File: src/hw/tcf_pkg.sv
// Package: register map, field positions, reset values and timing of the timer control block
package tcf_pkg;

	// ----------------------------------------------------------------
	// Register byte offsets
	// ----------------------------------------------------------------
	localparam logic [7:0] TCF_CTRL_OFS = 8'h0C;
	localparam logic [7:0] TCF_MODE_OFS = 8'h10;
	localparam logic [7:0] TCF_CLR_OFS = 8'h14;

	// ----------------------------------------------------------------
	// Control register fields
	// ----------------------------------------------------------------
	localparam int TCF_HI_IE_BIT = 9;
	localparam int TCF_LO_IE_BIT = 8;
	localparam int TCF_LO_FLAG_BIT = 7;
	localparam int TCF_LO_RUN_BIT = 6;
	localparam int TCF_HI_FLAG_BIT = 5;
	localparam int TCF_HI_RUN_BIT = 4;
	localparam int TCF_DONE_BIT = 3;
	localparam int TCF_RDSRC_BIT = 2;
	localparam int TCF_RDREQ_BIT = 1;
	localparam int TCF_PDN_BIT = 0;
	localparam int TCF_CTRL_WIDTH = 10;
	localparam logic [31:0] TCF_CTRL_RESET = 32'h0000_0001;

	// ----------------------------------------------------------------
	// Clear register fields
	// ----------------------------------------------------------------
	localparam int TCF_LO_CLR_BIT = 7;
	localparam int TCF_HI_CLR_BIT = 5;

	// ----------------------------------------------------------------
	// Mode register fields
	// ----------------------------------------------------------------
	localparam int TCF_MODE_LSB = 0;
	localparam int TCF_SUBM_LSB = 6;
	localparam logic [31:0] TCF_MODE_RESET = 32'h0000_0001;

	typedef enum logic [1:0] {
		TCF_MODE_13BIT = 2'h0,
		TCF_MODE_16BIT = 2'h1,
		TCF_MODE_RELOAD = 2'h2,
		TCF_MODE_SPLIT = 2'h3
	} tcf_mode_e;

	typedef enum logic [1:0] {
		TCF_SUBM_NONE = 2'h0,
		TCF_SUBM_EVENT = 2'h1,
		TCF_SUBM_CLKMEAS = 2'h2,
		TCF_SUBM_RSVD = 2'h3
	} tcf_subm_e;

	// ----------------------------------------------------------------
	// Bus stall after a write, in cycles of each clock
	// ----------------------------------------------------------------
	localparam int TCF_STALL_TMR_CYC = 2;
	localparam int TCF_STALL_BUS_CYC = 3;
	// Both clocks are the same here, so the longer figure governs
	localparam int TCF_STALL_CYC = (TCF_STALL_TMR_CYC > TCF_STALL_BUS_CYC) ?
		TCF_STALL_TMR_CYC : TCF_STALL_BUS_CYC;

	// ----------------------------------------------------------------
	// Carriers
	// ----------------------------------------------------------------
	typedef struct packed {
		logic req;
		logic we;
		logic [7:0] addr;
		logic [31:0] wdata;
	} tcf_bus_req_s;

	typedef struct packed {
		logic low_overflow;
		logic high_overflow;
		logic count_start;
		logic count_finish;
		logic hw_read_req;
		logic xfer_done;
	} tcf_evt_s;

	typedef struct packed {
		logic high_overflow_irq_en;
		logic low_overflow_irq_en;
		logic low_overflow_flag;
		logic low_counter_run;
		logic high_overflow_flag;
		logic high_counter_run;
		logic count_done;
		logic read_source_select;
		logic value_read_request;
		logic powerdown_n;
		tcf_mode_e timer_mode_select;
		tcf_subm_e timer_submode_select;
		logic [1:0] stall_cnt;
		logic ready;
		logic [31:0] rdata;
		logic low_irq;
		logic high_irq;
	} tcf_state_s;

endpackage

File: src/hw/tcf_timer_ctrl.sv
// Control, status and flag logic of the 8/16-bit timer with its register port
//
// Overview of operation
// (RQ1) Control bit 9 enables the high-byte overflow interrupt.
// (RQ2) Control bit 8 enables the low-byte overflow interrupt.
// (RQ3) Bit 7 low-byte overflow flag, set by hardware, held until software clears.
// (RQ4) Bit 6 runs the low-byte counter when 1, halts it when 0.
// (RQ5) Bit 5 high-byte overflow flag, set by hardware, held until software clears.
// (RQ6) Bit 4 runs the high-byte counter when 1, halts it when 0.
// (RQ7) Bit 3 reads 1 once counting finished in event or clock-measurement sub-mode.
// (RQ8) Bit 2 picks read request source: 0 software, 1 hardware.
// (RQ9) Hardware read requests are ignored outside clock-measurement sub-mode.
// (RQ10) Software changes read source and read request in separate writes.
// (RQ11) Writing 1 to bit 1 requests a transfer; bit holds until done.
// (RQ12) Bit 0 low holds the timer in reset with its clock gated.
// (RQ13) Control register resets to 0x1: powered up, all else zero.
// (RQ14) Writing 1 to clear bit 7 clears the low-byte flag; self-clearing.
// (RQ15) Writing 1 to clear bit 5 clears the high-byte flag; self-clearing.
// (RQ16) Reserved bits of both registers read as zero.
// (RQ17) Two-bit mode field: 13-bit, 16-bit, 8-bit reload, split 8-bit.
// (RQ18) Two-bit sub-mode field: event 16-bit, dual 8-bit clock measurement.
// (RQ19) Each register write stalls the bus for the required cycle count.
// (RQ20) Overflow interrupt asserted while flag and enable are both set.
`timescale 1ns/1ps
`default_nettype none

module tcf_timer_ctrl
	import tcf_pkg::*;
(
	input wire logic mclk_i,
	input wire logic resetn_i,
	input wire tcf_bus_req_s bus_i,
	output logic bus_ready_o,
	output logic [31:0] bus_rdata_o,
	input wire tcf_evt_s evt_i,
	output logic low_counter_run_o,
	output logic high_counter_run_o,
	output logic xfer_req_o,
	output logic timer_rst_n_o,
	output logic clk_gate_en_o,
	output logic [1:0] timer_mode_o,
	output logic [1:0] timer_submode_o,
	output logic low_irq_o,
	output logic high_irq_o
);

	// ----------------------------------------------------------------
	// State
	// ----------------------------------------------------------------
	tcf_state_s st_ff;
	tcf_state_s nxt_st;
	logic taken;
	logic wr_ctrl;
	logic wr_mode;
	logic wr_clr;
	logic clk_meas;
	logic hw_req_ok;
	logic done_mode;
	logic [31:0] ctrl_view;

	assign taken = bus_i.req && st_ff.ready;
	assign wr_ctrl = taken && bus_i.we && (bus_i.addr == TCF_CTRL_OFS);
	assign wr_mode = taken && bus_i.we && (bus_i.addr == TCF_MODE_OFS);
	assign wr_clr = taken && bus_i.we && (bus_i.addr == TCF_CLR_OFS);
	assign clk_meas = (st_ff.timer_mode_select == TCF_MODE_SPLIT) &&
		(st_ff.timer_submode_select == TCF_SUBM_CLKMEAS);
	assign done_mode = clk_meas || ((st_ff.timer_mode_select == TCF_MODE_16BIT) &&
		(st_ff.timer_submode_select == TCF_SUBM_EVENT));
	assign hw_req_ok = evt_i.hw_read_req && st_ff.read_source_select && clk_meas; // RQ9

	// Reserved positions stay zero by construction
	always_comb begin
		ctrl_view = 32'h0000_0000; // RQ16
		ctrl_view[TCF_HI_IE_BIT] = st_ff.high_overflow_irq_en;
		ctrl_view[TCF_LO_IE_BIT] = st_ff.low_overflow_irq_en;
		ctrl_view[TCF_LO_FLAG_BIT] = st_ff.low_overflow_flag;
		ctrl_view[TCF_LO_RUN_BIT] = st_ff.low_counter_run;
		ctrl_view[TCF_HI_FLAG_BIT] = st_ff.high_overflow_flag;
		ctrl_view[TCF_HI_RUN_BIT] = st_ff.high_counter_run;
		ctrl_view[TCF_DONE_BIT] = st_ff.count_done;
		ctrl_view[TCF_RDSRC_BIT] = st_ff.read_source_select;
		ctrl_view[TCF_RDREQ_BIT] = st_ff.value_read_request;
		ctrl_view[TCF_PDN_BIT] = st_ff.powerdown_n;
	end

	// ----------------------------------------------------------------
	// Next state
	// ----------------------------------------------------------------
	always_comb begin
		nxt_st = st_ff;

		// Register writes
		if (wr_ctrl) begin
			nxt_st.high_overflow_irq_en = bus_i.wdata[TCF_HI_IE_BIT]; // RQ1
			nxt_st.low_overflow_irq_en = bus_i.wdata[TCF_LO_IE_BIT]; // RQ2
			nxt_st.low_counter_run = bus_i.wdata[TCF_LO_RUN_BIT]; // RQ4
			nxt_st.high_counter_run = bus_i.wdata[TCF_HI_RUN_BIT]; // RQ6
			nxt_st.count_done = bus_i.wdata[TCF_DONE_BIT];
			nxt_st.read_source_select = bus_i.wdata[TCF_RDSRC_BIT]; // RQ8
			nxt_st.powerdown_n = bus_i.wdata[TCF_PDN_BIT]; // RQ12
			// Judged against the source already stored, so a combined write fires only while the stored source is software
			if (bus_i.wdata[TCF_RDREQ_BIT] && !st_ff.read_source_select) begin
				nxt_st.value_read_request = 1'b1; // RQ11 RQ10
			end
		end
		if (wr_mode) begin
			nxt_st.timer_mode_select = tcf_mode_e'(bus_i.wdata[TCF_MODE_LSB +: 2]); // RQ17
			nxt_st.timer_submode_select = tcf_subm_e'(bus_i.wdata[TCF_SUBM_LSB +: 2]); // RQ18
		end
		if (wr_clr && bus_i.wdata[TCF_LO_CLR_BIT]) begin
			nxt_st.low_overflow_flag = 1'b0; // RQ14
		end
		if (wr_clr && bus_i.wdata[TCF_HI_CLR_BIT]) begin
			nxt_st.high_overflow_flag = 1'b0; // RQ15
		end

		// Hardware events come after the clears so that a set wins
		if (evt_i.xfer_done) begin
			nxt_st.value_read_request = 1'b0; // RQ11
		end
		if (hw_req_ok) begin
			nxt_st.value_read_request = 1'b1; // RQ8
		end
		if (evt_i.count_start) begin
			nxt_st.count_done = 1'b0; // RQ7
		end
		if (evt_i.count_finish && done_mode) begin
			nxt_st.count_done = 1'b1; // RQ7
		end
		if (evt_i.low_overflow) begin
			nxt_st.low_overflow_flag = 1'b1; // RQ3
		end
		if (evt_i.high_overflow) begin
			nxt_st.high_overflow_flag = 1'b1; // RQ5
		end

		// Power-down holds the timer side in its reset state
		if (!nxt_st.powerdown_n) begin
			nxt_st.low_overflow_flag = 1'b0; // RQ12
			nxt_st.high_overflow_flag = 1'b0;
			nxt_st.count_done = 1'b0;
			nxt_st.value_read_request = 1'b0;
		end

		// Write stall
		if (taken && bus_i.we) begin
			nxt_st.stall_cnt = 2'(TCF_STALL_CYC - 1); // RQ19
			nxt_st.ready = 1'b0;
		end else if (st_ff.stall_cnt != 2'h0) begin
			nxt_st.stall_cnt = st_ff.stall_cnt - 2'h1;
			nxt_st.ready = 1'b0;
		end else begin
			nxt_st.ready = 1'b1;
		end

		// Read data, one cycle after the read is taken
		if (taken && !bus_i.we) begin
			if (bus_i.addr == TCF_CTRL_OFS) begin
				nxt_st.rdata = ctrl_view;
			end else if (bus_i.addr == TCF_MODE_OFS) begin
				nxt_st.rdata = 32'h0000_0000;
				nxt_st.rdata[TCF_MODE_LSB +: 2] = st_ff.timer_mode_select;
				nxt_st.rdata[TCF_SUBM_LSB +: 2] = st_ff.timer_submode_select;
			end else begin
				nxt_st.rdata = 32'h0000_0000; // RQ16
			end
		end

		nxt_st.low_irq = nxt_st.low_overflow_flag && nxt_st.low_overflow_irq_en; // RQ20
		nxt_st.high_irq = nxt_st.high_overflow_flag && nxt_st.high_overflow_irq_en; // RQ20
	end

	always_ff @(posedge mclk_i or negedge resetn_i) begin
		if (!resetn_i) begin
			st_ff <= '{
				high_overflow_irq_en: 1'b0,
				low_overflow_irq_en: 1'b0,
				low_overflow_flag: 1'b0,
				low_counter_run: 1'b0,
				high_overflow_flag: 1'b0,
				high_counter_run: 1'b0,
				count_done: 1'b0,
				read_source_select: 1'b0,
				value_read_request: 1'b0,
				powerdown_n: TCF_CTRL_RESET[TCF_PDN_BIT], // RQ13
				timer_mode_select: tcf_mode_e'(TCF_MODE_RESET[1:0]),
				timer_submode_select: TCF_SUBM_NONE,
				stall_cnt: 2'h0,
				ready: 1'b1,
				rdata: 32'h0000_0000,
				low_irq: 1'b0,
				high_irq: 1'b0
			};
		end else begin
			st_ff <= nxt_st;
		end
	end

	// ----------------------------------------------------------------
	// Outputs
	// ----------------------------------------------------------------
	assign bus_ready_o = st_ff.ready;
	assign bus_rdata_o = st_ff.rdata;
	assign low_counter_run_o = st_ff.low_counter_run; // RQ4
	assign high_counter_run_o = st_ff.high_counter_run; // RQ6
	assign xfer_req_o = st_ff.value_read_request; // RQ11
	assign timer_rst_n_o = st_ff.powerdown_n; // RQ12
	assign clk_gate_en_o = st_ff.powerdown_n; // RQ12
	assign timer_mode_o = st_ff.timer_mode_select;
	assign timer_submode_o = st_ff.timer_submode_select;
	assign low_irq_o = st_ff.low_irq;
	assign high_irq_o = st_ff.high_irq;
endmodule

`default_nettype wire

File: config.mk
export PLATFORM = sky130hd
export DESIGN_NAME = tcf_timer_ctrl
export DESIGN_NICKNAME = d
export VERILOG_FILES = /design/src/hw/tcf_pkg.sv /design/src/hw/tcf_timer_ctrl.sv
export SDC_FILE = /design/constraint.sdc
export NUM_CORES = 1
export LEC_CHECK = 0
export BUFFER_PORTS_ARGS = -buffer_cell sky130_fd_sc_hd__clkbuf_2
export CAP_MARGIN = 25
export CORE_ASPECT_RATIO = 0.8
export CORE_MARGIN = 1.5
export CORE_UTILIZATION = 43
export CTS_CLUSTER_SIZE = 28
export DETAILED_ROUTE_END_ITERATION = 16
export PLACE_DENSITY = 0.79
export SLEW_MARGIN = 40
export SYNTH_ARGS = -nofsm -noshare
export SYNTH_HDL_FRONTEND = slang
export SYNTH_SLANG_ARGS = --single-unit
File: constraint.sdc
create_clock -name mclk_i -period 2.42 [get_ports mclk_i]
set_clock_uncertainty 0.15 [all_clocks]
set_input_delay 0.484 -clock mclk_i [delete_from_list [all_inputs] [get_ports mclk_i]]
set_output_delay 0.484 -clock mclk_i [all_outputs]
set_load 0.005 [all_outputs]
# Word-level counts from Yosys, hierarchy flattened
# Index checks and enable logic that the tools add are counted.
# word_totals
inputBits	50
mem_bits_rw	0
mem_bits_ro	0
memories	0
latch_bits	0
ff_bits	51
# op_classes
muxes	20
n_mul	0
addsub	1
bitwise_logic	0
n_eq_ne	10
n_lt_le_gt_ge	0
n_shift	0
n_div	0
reduce_logical	22
# op_table
cell	count
$eq 8x5->1 const B	2
$logic_and 1x1->1	16
$mux 1	14
$ne 4x2->1 const B	3
$mux 10	1
$eq 8x4->1 const B	1
$mux 8	1
$eq 2x1->1 const B	2
$eq 2x2->1 const B	2
$mux 2	2
$mux 4	1
$reduce_bool 2->1	2
$mux 3	1
$logic_not 1->1	2
$reduce_and 2->1	1
$sub 2x1->2 const B	1
$logic_or 1x1->1	1

# Depth between registers and ports, before layout
# Gate-level depths: netlist (run 1).
# depth
depth_word	8
ltp_mapped	5
depth_no_buf	4

# Least setup slack after synthesis (run 1)
# OpenSTA, ideal clock, no wires.
# synth_path
path_type	input-to-reg
start	input port bus_i[37] (netlist name)
end	register st_ff (netlist bit ctrl_view[3])
setup_time_ns	0.082
path_slack_ns	0.189
arrival_time_ns	1.999
required_time_ns	2.188
stages	5
path_cell_list	or3_4 or4_4 buf_6 or3b_1 a31oi_1
# synth_between
elab_chain_len	4
elab_cells_between_ends	5
# synth_rtl
item	line_no	source
start: declaration	tcf_timer_ctrl.sv:32	input wire tcf_bus_req_s bus_i,
$eq 8x4->1 (*)	tcf_timer_ctrl.sv:62	assign wr_ctrl = taken && bus_i.we && (bus_i.addr == TCF_CTRL_OFS);
$logic_and 1x1->1 (*)	tcf_timer_ctrl.sv:62	
$mux 4	tcf_timer_ctrl.sv:93	if (wr_ctrl) begin
$ne 4x2->1 (no line) / $mux 1 (equally long branches)	--	
end signal: assignment	tcf_timer_ctrl.sv:175	st_ff <= '{
end signal: assignment	tcf_timer_ctrl.sv:195	st_ff <= nxt_st;
end: declaration	tcf_timer_ctrl.sv:50	tcf_state_s st_ff;
# Mark *: on every way between the ends. The rest lies on a longest branch, timed or not. The select of a mux whose other input is x is not followed.
# A chain may end at the register's enable or synchronous reset.

# Worst setup path after layout (run 1)
# layout_path
start	register st_ff (netlist bit bus_ready_o)
end	register st_ff (netlist bit ctrl_view[3])
# layout_between
elab_chain_len	5
elab_cells_between_ends	6
# layout_rtl
item	line_no	source
$logic_and 1x1->1 (*)	tcf_timer_ctrl.sv:61	assign taken = bus_i.req && st_ff.ready;
$logic_and 1x1->1 (*) (2 in a row)	tcf_timer_ctrl.sv:62	
$mux 4	tcf_timer_ctrl.sv:93	
$ne 4x2->1 (no line) / $mux 1 (equally long branches)	--	
# Marked as above.

==> impl_metrics.json, run 1 <==
{
  "status": "completed",
  "p_int_uw": 867,
  "switching_share_pct": 26.5,
  "fill_cells": 336,
  "avgRoutedWirePerCell_um": 12.8,
  "die_w_um": 71.3,
  "portBuffers": 49,
  "hold_path.class": "in2async",
  "die_height_um": 57.7,
  "gp_congestion": 0.811,
  "vias_per_cell": 4.81,
  "max-vdd-ir-drop_v": 0.000287,
  "place_area_um2": 1720,
  "cts_resized": 0,
  "synth_area_per_cell_um2": 9.85,
  "r2r_cells": 4,
  "multi_input_area_um2": 643,
  "drc": 0,
  "path_max_fanout": 7,
  "p_seq_share_pct": 48.2,
  "synth_top_area_share_pct": 40.5,
  "drtPass1Iterations": 4,
  "core_um2": 3490,
  "cts_setup_buffers": 0,
  "grt_max_degree": 30,
  "area.growth.synth_to_final_pct": 12.5,
  "end_kind": "flop",
  "finalCriticalPeriod_ns": 2.13,
  "arrival_ns": 2.18,
  "comb_power_share_pct": 18.9,
  "setup_violations": 0,
  "yosysWarnings": 0,
  "power.density_nw_per_um2": 654,
  "numCtsBuffers": 5,
  "cap_violations": 0,
  "grt_use_total_pct": 16.6,
  "clock_latency_ns": 0.27,
  "finish.utilization_pct": 51.7,
  "rows": 19,
  "dpl.cell_count": 239,
  "final_hold_viol_count": 0,
  "clk_pin_slew_ns": 0.06,
  "dp_hpwl_mm": 2.46,
  "grt-ovfl-total": 0,
  "leakagePower_uw": 0.000983,
  "synth_seq_area_share_pct": 45.4,
  "clock_path_buffers": 2,
  "cts_root_buf": "clkbuf_8",
  "slowest_stage": "or4_4",
  "grt_pass1_vias": 1084,
  "htreeDepth": 2,
  "seq_area_um2": 729,
  "netSwitchingPower_uw": 313,
  "fmax_mhz": 470,
  "tightestPinTransition_ns": 0.708,
  "synth_cell_types": 33,
  "synth_area_um2": 1610,
  "io_pins": 94,
  "syn_inst": 163,
  "finalInstanceArea_um2": 1810,
  "vias": 1184,
  "stdcell_count": 246,
  "initial_core_util_pct": 45.9,
  "grt_first_pass_wirelength_mm": 5.22,
  "drt_iter0_drc": 85,
  "postCtsHoldBufs": 0,
  "criticalPathCategory": "reg2reg",
  "ant_nets": 0,
  "finalCritPeriodShare_pct": 87.9,
  "nets": 255,
  "antenna_found_initial": 0,
  "worstPathCellList": "nand3_1, or4_4, or3b_1, a31oi_1",
  "clkPwrFrac_pct": 32.9,
  "cpPeakStageDelay_ns": 0.64,
  "antennaDiodeCount": 0,
  "finalWirelength_mm": 3.15,
  "relSlewSlack_pct": 52.8,
  "worstPathRequired_ns": 2.47,
  "worstSetupStartpointType": "flop",
  "synth_area_leader_cell": "dfrtp_1",
  "rsz0062_at_grt": "no",
  "cts_tree": "yes",
  "synth_area_leaders": "dfrtp_1 (41%), buf_4 (17%), mux2_2 (7.0%)",
  "hold_ws_ns": 0.0994,
  "ys_seq_elements": 29,
  "drive_gt1_share_pct": 37.7,
  "slew_violations": 0,
  "setup_tns_ns": 0,
  "dieArea_um2": 4110,
  "cts_sinks": 29
}
==> placed cells by master (no fill, tap or decap), types with 3 or more instances in the layout <==
cell      count
clkbuf_2     49
dfrtp_1      26
conb_1       22
nand2_1      16
nand3_1      11
mux2_2       10
nor2_1        9
clkbuf_8      6
nand4_1       5
buf_4         5
a21oi_1       4
inv_1         3
and2_1        3
nor3b_1       3
dfstp_2       3
==> registers in the layout, indices dropped and copies added (netlist names), 2 cells and up <==
name             flops
bus_rdata_o         10
ctrl_view            6
st_ff                2
timer_mode_o         2
timer_submode_o      2
==> metrics by stage <==
step / setup slack, ns / power [uW]
2_1_floorplan: 0.189 / 757
3_3_place_gp: 0.107 / 791
3_5_place_dp: 0.107 / 804
6_report: 0.292 / 1180
5_1_grt: 0.209 / 1260
4_1_cts: 0.296 / 1200
==> worst paths after layout <==
| kind | from | to | slack, ns |
|---|---|---|---|
| max in group asynchronous | resetn_i | timer_submode_o[1] | 1.57 |
| worst max-delay path | bus_ready_o | ctrl_view[3] | 0.29 |
| worst max register to register | bus_ready_o | ctrl_view[3] | 0.29 |
| min in group mclk_i | bus_i[4] | high_counter_run_o | 0.29 |
| worst min register to register | bus_rdata_o[4] | bus_rdata_o[4] | 0.32 |
| worst min-delay path | resetn_i | st_ff[36] | 0.1 |
==> cell families after synthesis <==
family	count (synthesis)	share of synthesized area, %
AOI/OAI and AO/OA	13	5.14
xor gates and xnor gates	1	0.546
adders and majority gates	1	0.779
buffers and inverters	44	19.4
DFF	29	45.4
muxes	11	7.64
other	1	0.234
and+or+nand+nor	63	20.8
==> layout make-up <==
type,instances,area share (%)
Tap cell,42,2.91
Timing Repair Buffer,54,15.7
Inverter,3,0.624
Sequential cell,29,40.4
Clock buffer,7,4.78
Multi-Input combinational cell,111,35.6
==> synth_stat cells (all sizes together) <==
master / count
and2: 3
o21ai: 2
mux2: 10
and3: 2
a21o: 1
buf: 38
a221oi: 2
or3b: 1
nand4: 5
nor3: 2
nor4: 2
nand2b: 2
dfstp: 3
dfrtp: 26
xor2: 1
or3: 1
conb: 1
a22oi: 2
or2: 2
nor2b: 1
a21oi: 4
nand2: 16
clkbuf: 3
nand3b: 2
ha: 1
nor2: 9
nand3: 11
a31oi: 2
inv: 3
mux2i: 1
nor3b: 3
or4: 1
==> worst max-delay path, delay by kind of cell (launching register included) <==
family	cells	cell delay, ns
AND/OR/NAND/NOR	3	1.20
flip-flops	1	0.55
AO/OA/AOI/OAI	1	0.15
==> metal layers <==
metal / wire, um / part of all wire (%) / GRT usage, %
met1: 1400 / 44 / 23.8
met2: 1450 / 46 / 24.1
met3: 264 / 8.4 / 5.22
met4: 46 / 1.5 / 5.66
met5: 0 / 0 / 0
==> power by group through the flow <==
stage | logic [uW] | registers, uW | clock network, uW
6_report | 223 | 570 | 388
5_1_grt | 257 | 576 | 432
4_1_cts | 227 | 570 | 404
3_5_place_dp | 225 | 579 | 0
3_3_place_gp | 214 | 576 | 0
2_1_floorplan | 186 | 571 | 0
No activity file was read; power rests on OpenSTA's default activity.
==> run 2, diff against run 1 <==
--- a/config.mk
+++ b/config.mk
@@ -9,5 +9,5 @@
 export CAP_MARGIN = 25
 export CORE_ASPECT_RATIO = 0.8
-export CORE_MARGIN = 1.5
+export CORE_MARGIN = 3
 export CORE_UTILIZATION = 43
 export CTS_CLUSTER_SIZE = 28
==> constraint.sdc (replaced) <==
create_clock -name mclk_i -period 2.42 [get_ports mclk_i]
set_clock_uncertainty 0.15 [all_clocks]
set_input_delay 0.242 -clock mclk_i [delete_from_list [all_inputs] [get_ports mclk_i]]
set_output_delay 0.242 -clock mclk_i [all_outputs]
set_load 0.005 [all_outputs]
==> impl_metrics.json, run 2 (synthesis results as in run 1) <==
{
  "finalInstanceArea_um2": 1800,
  "place_area_um2": 1700,
  "dp_hpwl_mm": 2.53,
  "clkPwrFrac_pct": 33.8,
  "htreeDepth": 2,
  "cts_resized": 0,
  "path_buf_inv": 0,
  "p_int_uw": 874,
  "worstPathRequired_ns": 2.42,
  "grt-ovfl-total": 0,
  "drtPass1Iterations": 4,
  "tightestPinTransition_ns": 0.702,
  "comb_power_share_pct": 18.4,
  "worstSetupStartpointType": "flop",
  "slew_violations": 0,
  "portBuffers": 49,
  "power.density_nw_per_um2": 663,
  "nets": 254,
  "die_height_um": 60.7,
  "path_max_fanout": 10,
  "die_w_um": 74.3,
  "vias_per_cell": 4.85,
  "status": "completed",
  "antenna_found_initial": 0,
  "final_hold_viol_count": 0,
  "cts_sinks": 29,
  "grt_first_pass_wirelength_mm": 5.09,
  "antennaDiodeCount": 0,
  "numCtsBuffers": 5,
  "core_um2": 3520,
  "setup_tns_ns": 0,
  "gp_congestion": 0.739,
  "avgRoutedWirePerCell_um": 13.1,
  "finalCritPeriodShare_pct": 88.6,
  "grt_use_total_pct": 15.1,
  "largest_register_ffs": 10,
  "grt_max_degree": 30,
  "pre_cts_slack_ns": 0.280,
  "ant_nets": 0,
  "relSlewSlack_pct": 53.2,
  "hold_path.class": "in2reg",
  "dieArea_um2": 4510,
  "clock_path_buffers": 2,
  "p_seq_share_pct": 47.8,
  "setup_violations": 0,
  "netSwitchingPower_uw": 322,
  "vias": 1192,
  "finalCriticalPeriod_ns": 2.14,
  "leakagePower_uw": 0.000980,
  "fmax_mhz": 466,
  "worstPathCellList": "nand3_1, or4_4, mux2i_1, nor2_1",
  "hold_ws_ns": 0.0510,
  "cts_root_buf": "clkbuf_8",
  "finalWirelength_mm": 3.22,
  "drive_gt1_share_pct": 36.8,
  "switching_share_pct": 26.9,
  "mostFrequentLayoutCells": "clkbuf_2 (49), dfrtp_1 (26), conb_1 (22), nand2_1 (16), nand3_1 (11)",
  "initial_core_util_pct": 45.6,
  "end_kind": "flop",
  "arrival_ns": 2.14,
  "grt_pass1_vias": 1088,
  "io_pins": 94,
  "area.growth.synth_to_final_pct": 12.4,
  "worst_slack_ns": 0.276,
  "drc": 0,
  "clk_pin_slew_ns": 0.06,
  "cpPeakStageDelay_ns": 0.66,
  "cts_setup_buffers": 0,
  "cp_top_family": "simple AND/OR/NAND/NOR gates",
  "cts_tree": "yes",
  "criticalPathCategory": "reg2reg",
  "clock_latency_ns": 0.27,
  "max-vdd-ir-drop_v": 0.000254,
  "slowest_stage": "or4_4",
  "drt_iter0_drc": 43,
  "rsz0062_at_grt": "no",
  "mostFrequentLayoutCell": "clkbuf_2",
  "cap_violations": 0,
  "total_power_uw": 1200,
  "rows": 19
}
run 2: cell types whose count changed in the layout (fill, tap and decap cells not counted):
cell,before,now
buf_4,5,3
clkbuf_1,1,2
dlygate4sd3_1,0,1
run 2: final timing paths:
kind,start,endpoint,slack [ns],cells after the start
worst max-delay path,bus_ready_o,ctrl_view[7],0.28,4
worst min-delay path,bus_i[4],high_counter_run_o,0.05,2
worst max register to register,bus_ready_o,ctrl_view[7],0.28,4
worst min register to register,bus_rdata_o[9],bus_rdata_o[9],0.32,2
max in group asynchronous,resetn_i,high_counter_run_o,1.27,2
min in group asynchronous,resetn_i,bus_rdata_o[0],0.40,2
run 2: metal layers:
metal | vias to the layer above | GRT usage [%] | share of wire (%)
li1 | 584 | - | -
met1 | 562 | 20.0 | 45
met2 | 41 | 24.0 | 47
met3 | 5 | 4.80 | 6.4
met4 | 0 | 4.57 | 0.96
met5 | - | 0 | 0
run 2: area by class of cell:
class,instances,area (um^2)
clock buffer,8,90.1
fill,346,1710
inverter,3,11.3
multi-input combinational,111,643
sequential,29,729
tap,42,52.6
timing repair buffer,53,278
run 2: power by group through the flow:
stage / clock network (uW) / registers [uW] / logic [uW]
floorplan: 0 / 571 / 186
global placement: 0 / 577 / 212
detailed placement: 0 / 580 / 221
CTS: 412 / 571 / 223
global route: 437 / 578 / 254
finish: 404 / 571 / 220
run 2: through the flow:
step	utilization, %	cells
2_1_floorplan	-	184
3_3_place_gp	48.4	237
3_5_place_dp	48.4	237
4_1_cts	51.3	246
5_1_grt	51.3	246
6_report	51.3	246
run 2: what timing repair did:
action | CTS | global route
hold endpoints to repair | 26 | 0
hold buffers | 1 | 0
setup endpoints to repair | 0 | 0
run 2: worst reg2reg max path, delay by kind of cell (launching register included):
| kind | cells | cell delay (ns) |
|---|---|---|
| flip-flops | 1 | 0.55 |
| AND/OR/NAND/NOR | 3 | 0.92 |
| multiplexers | 1 | 0.41 |
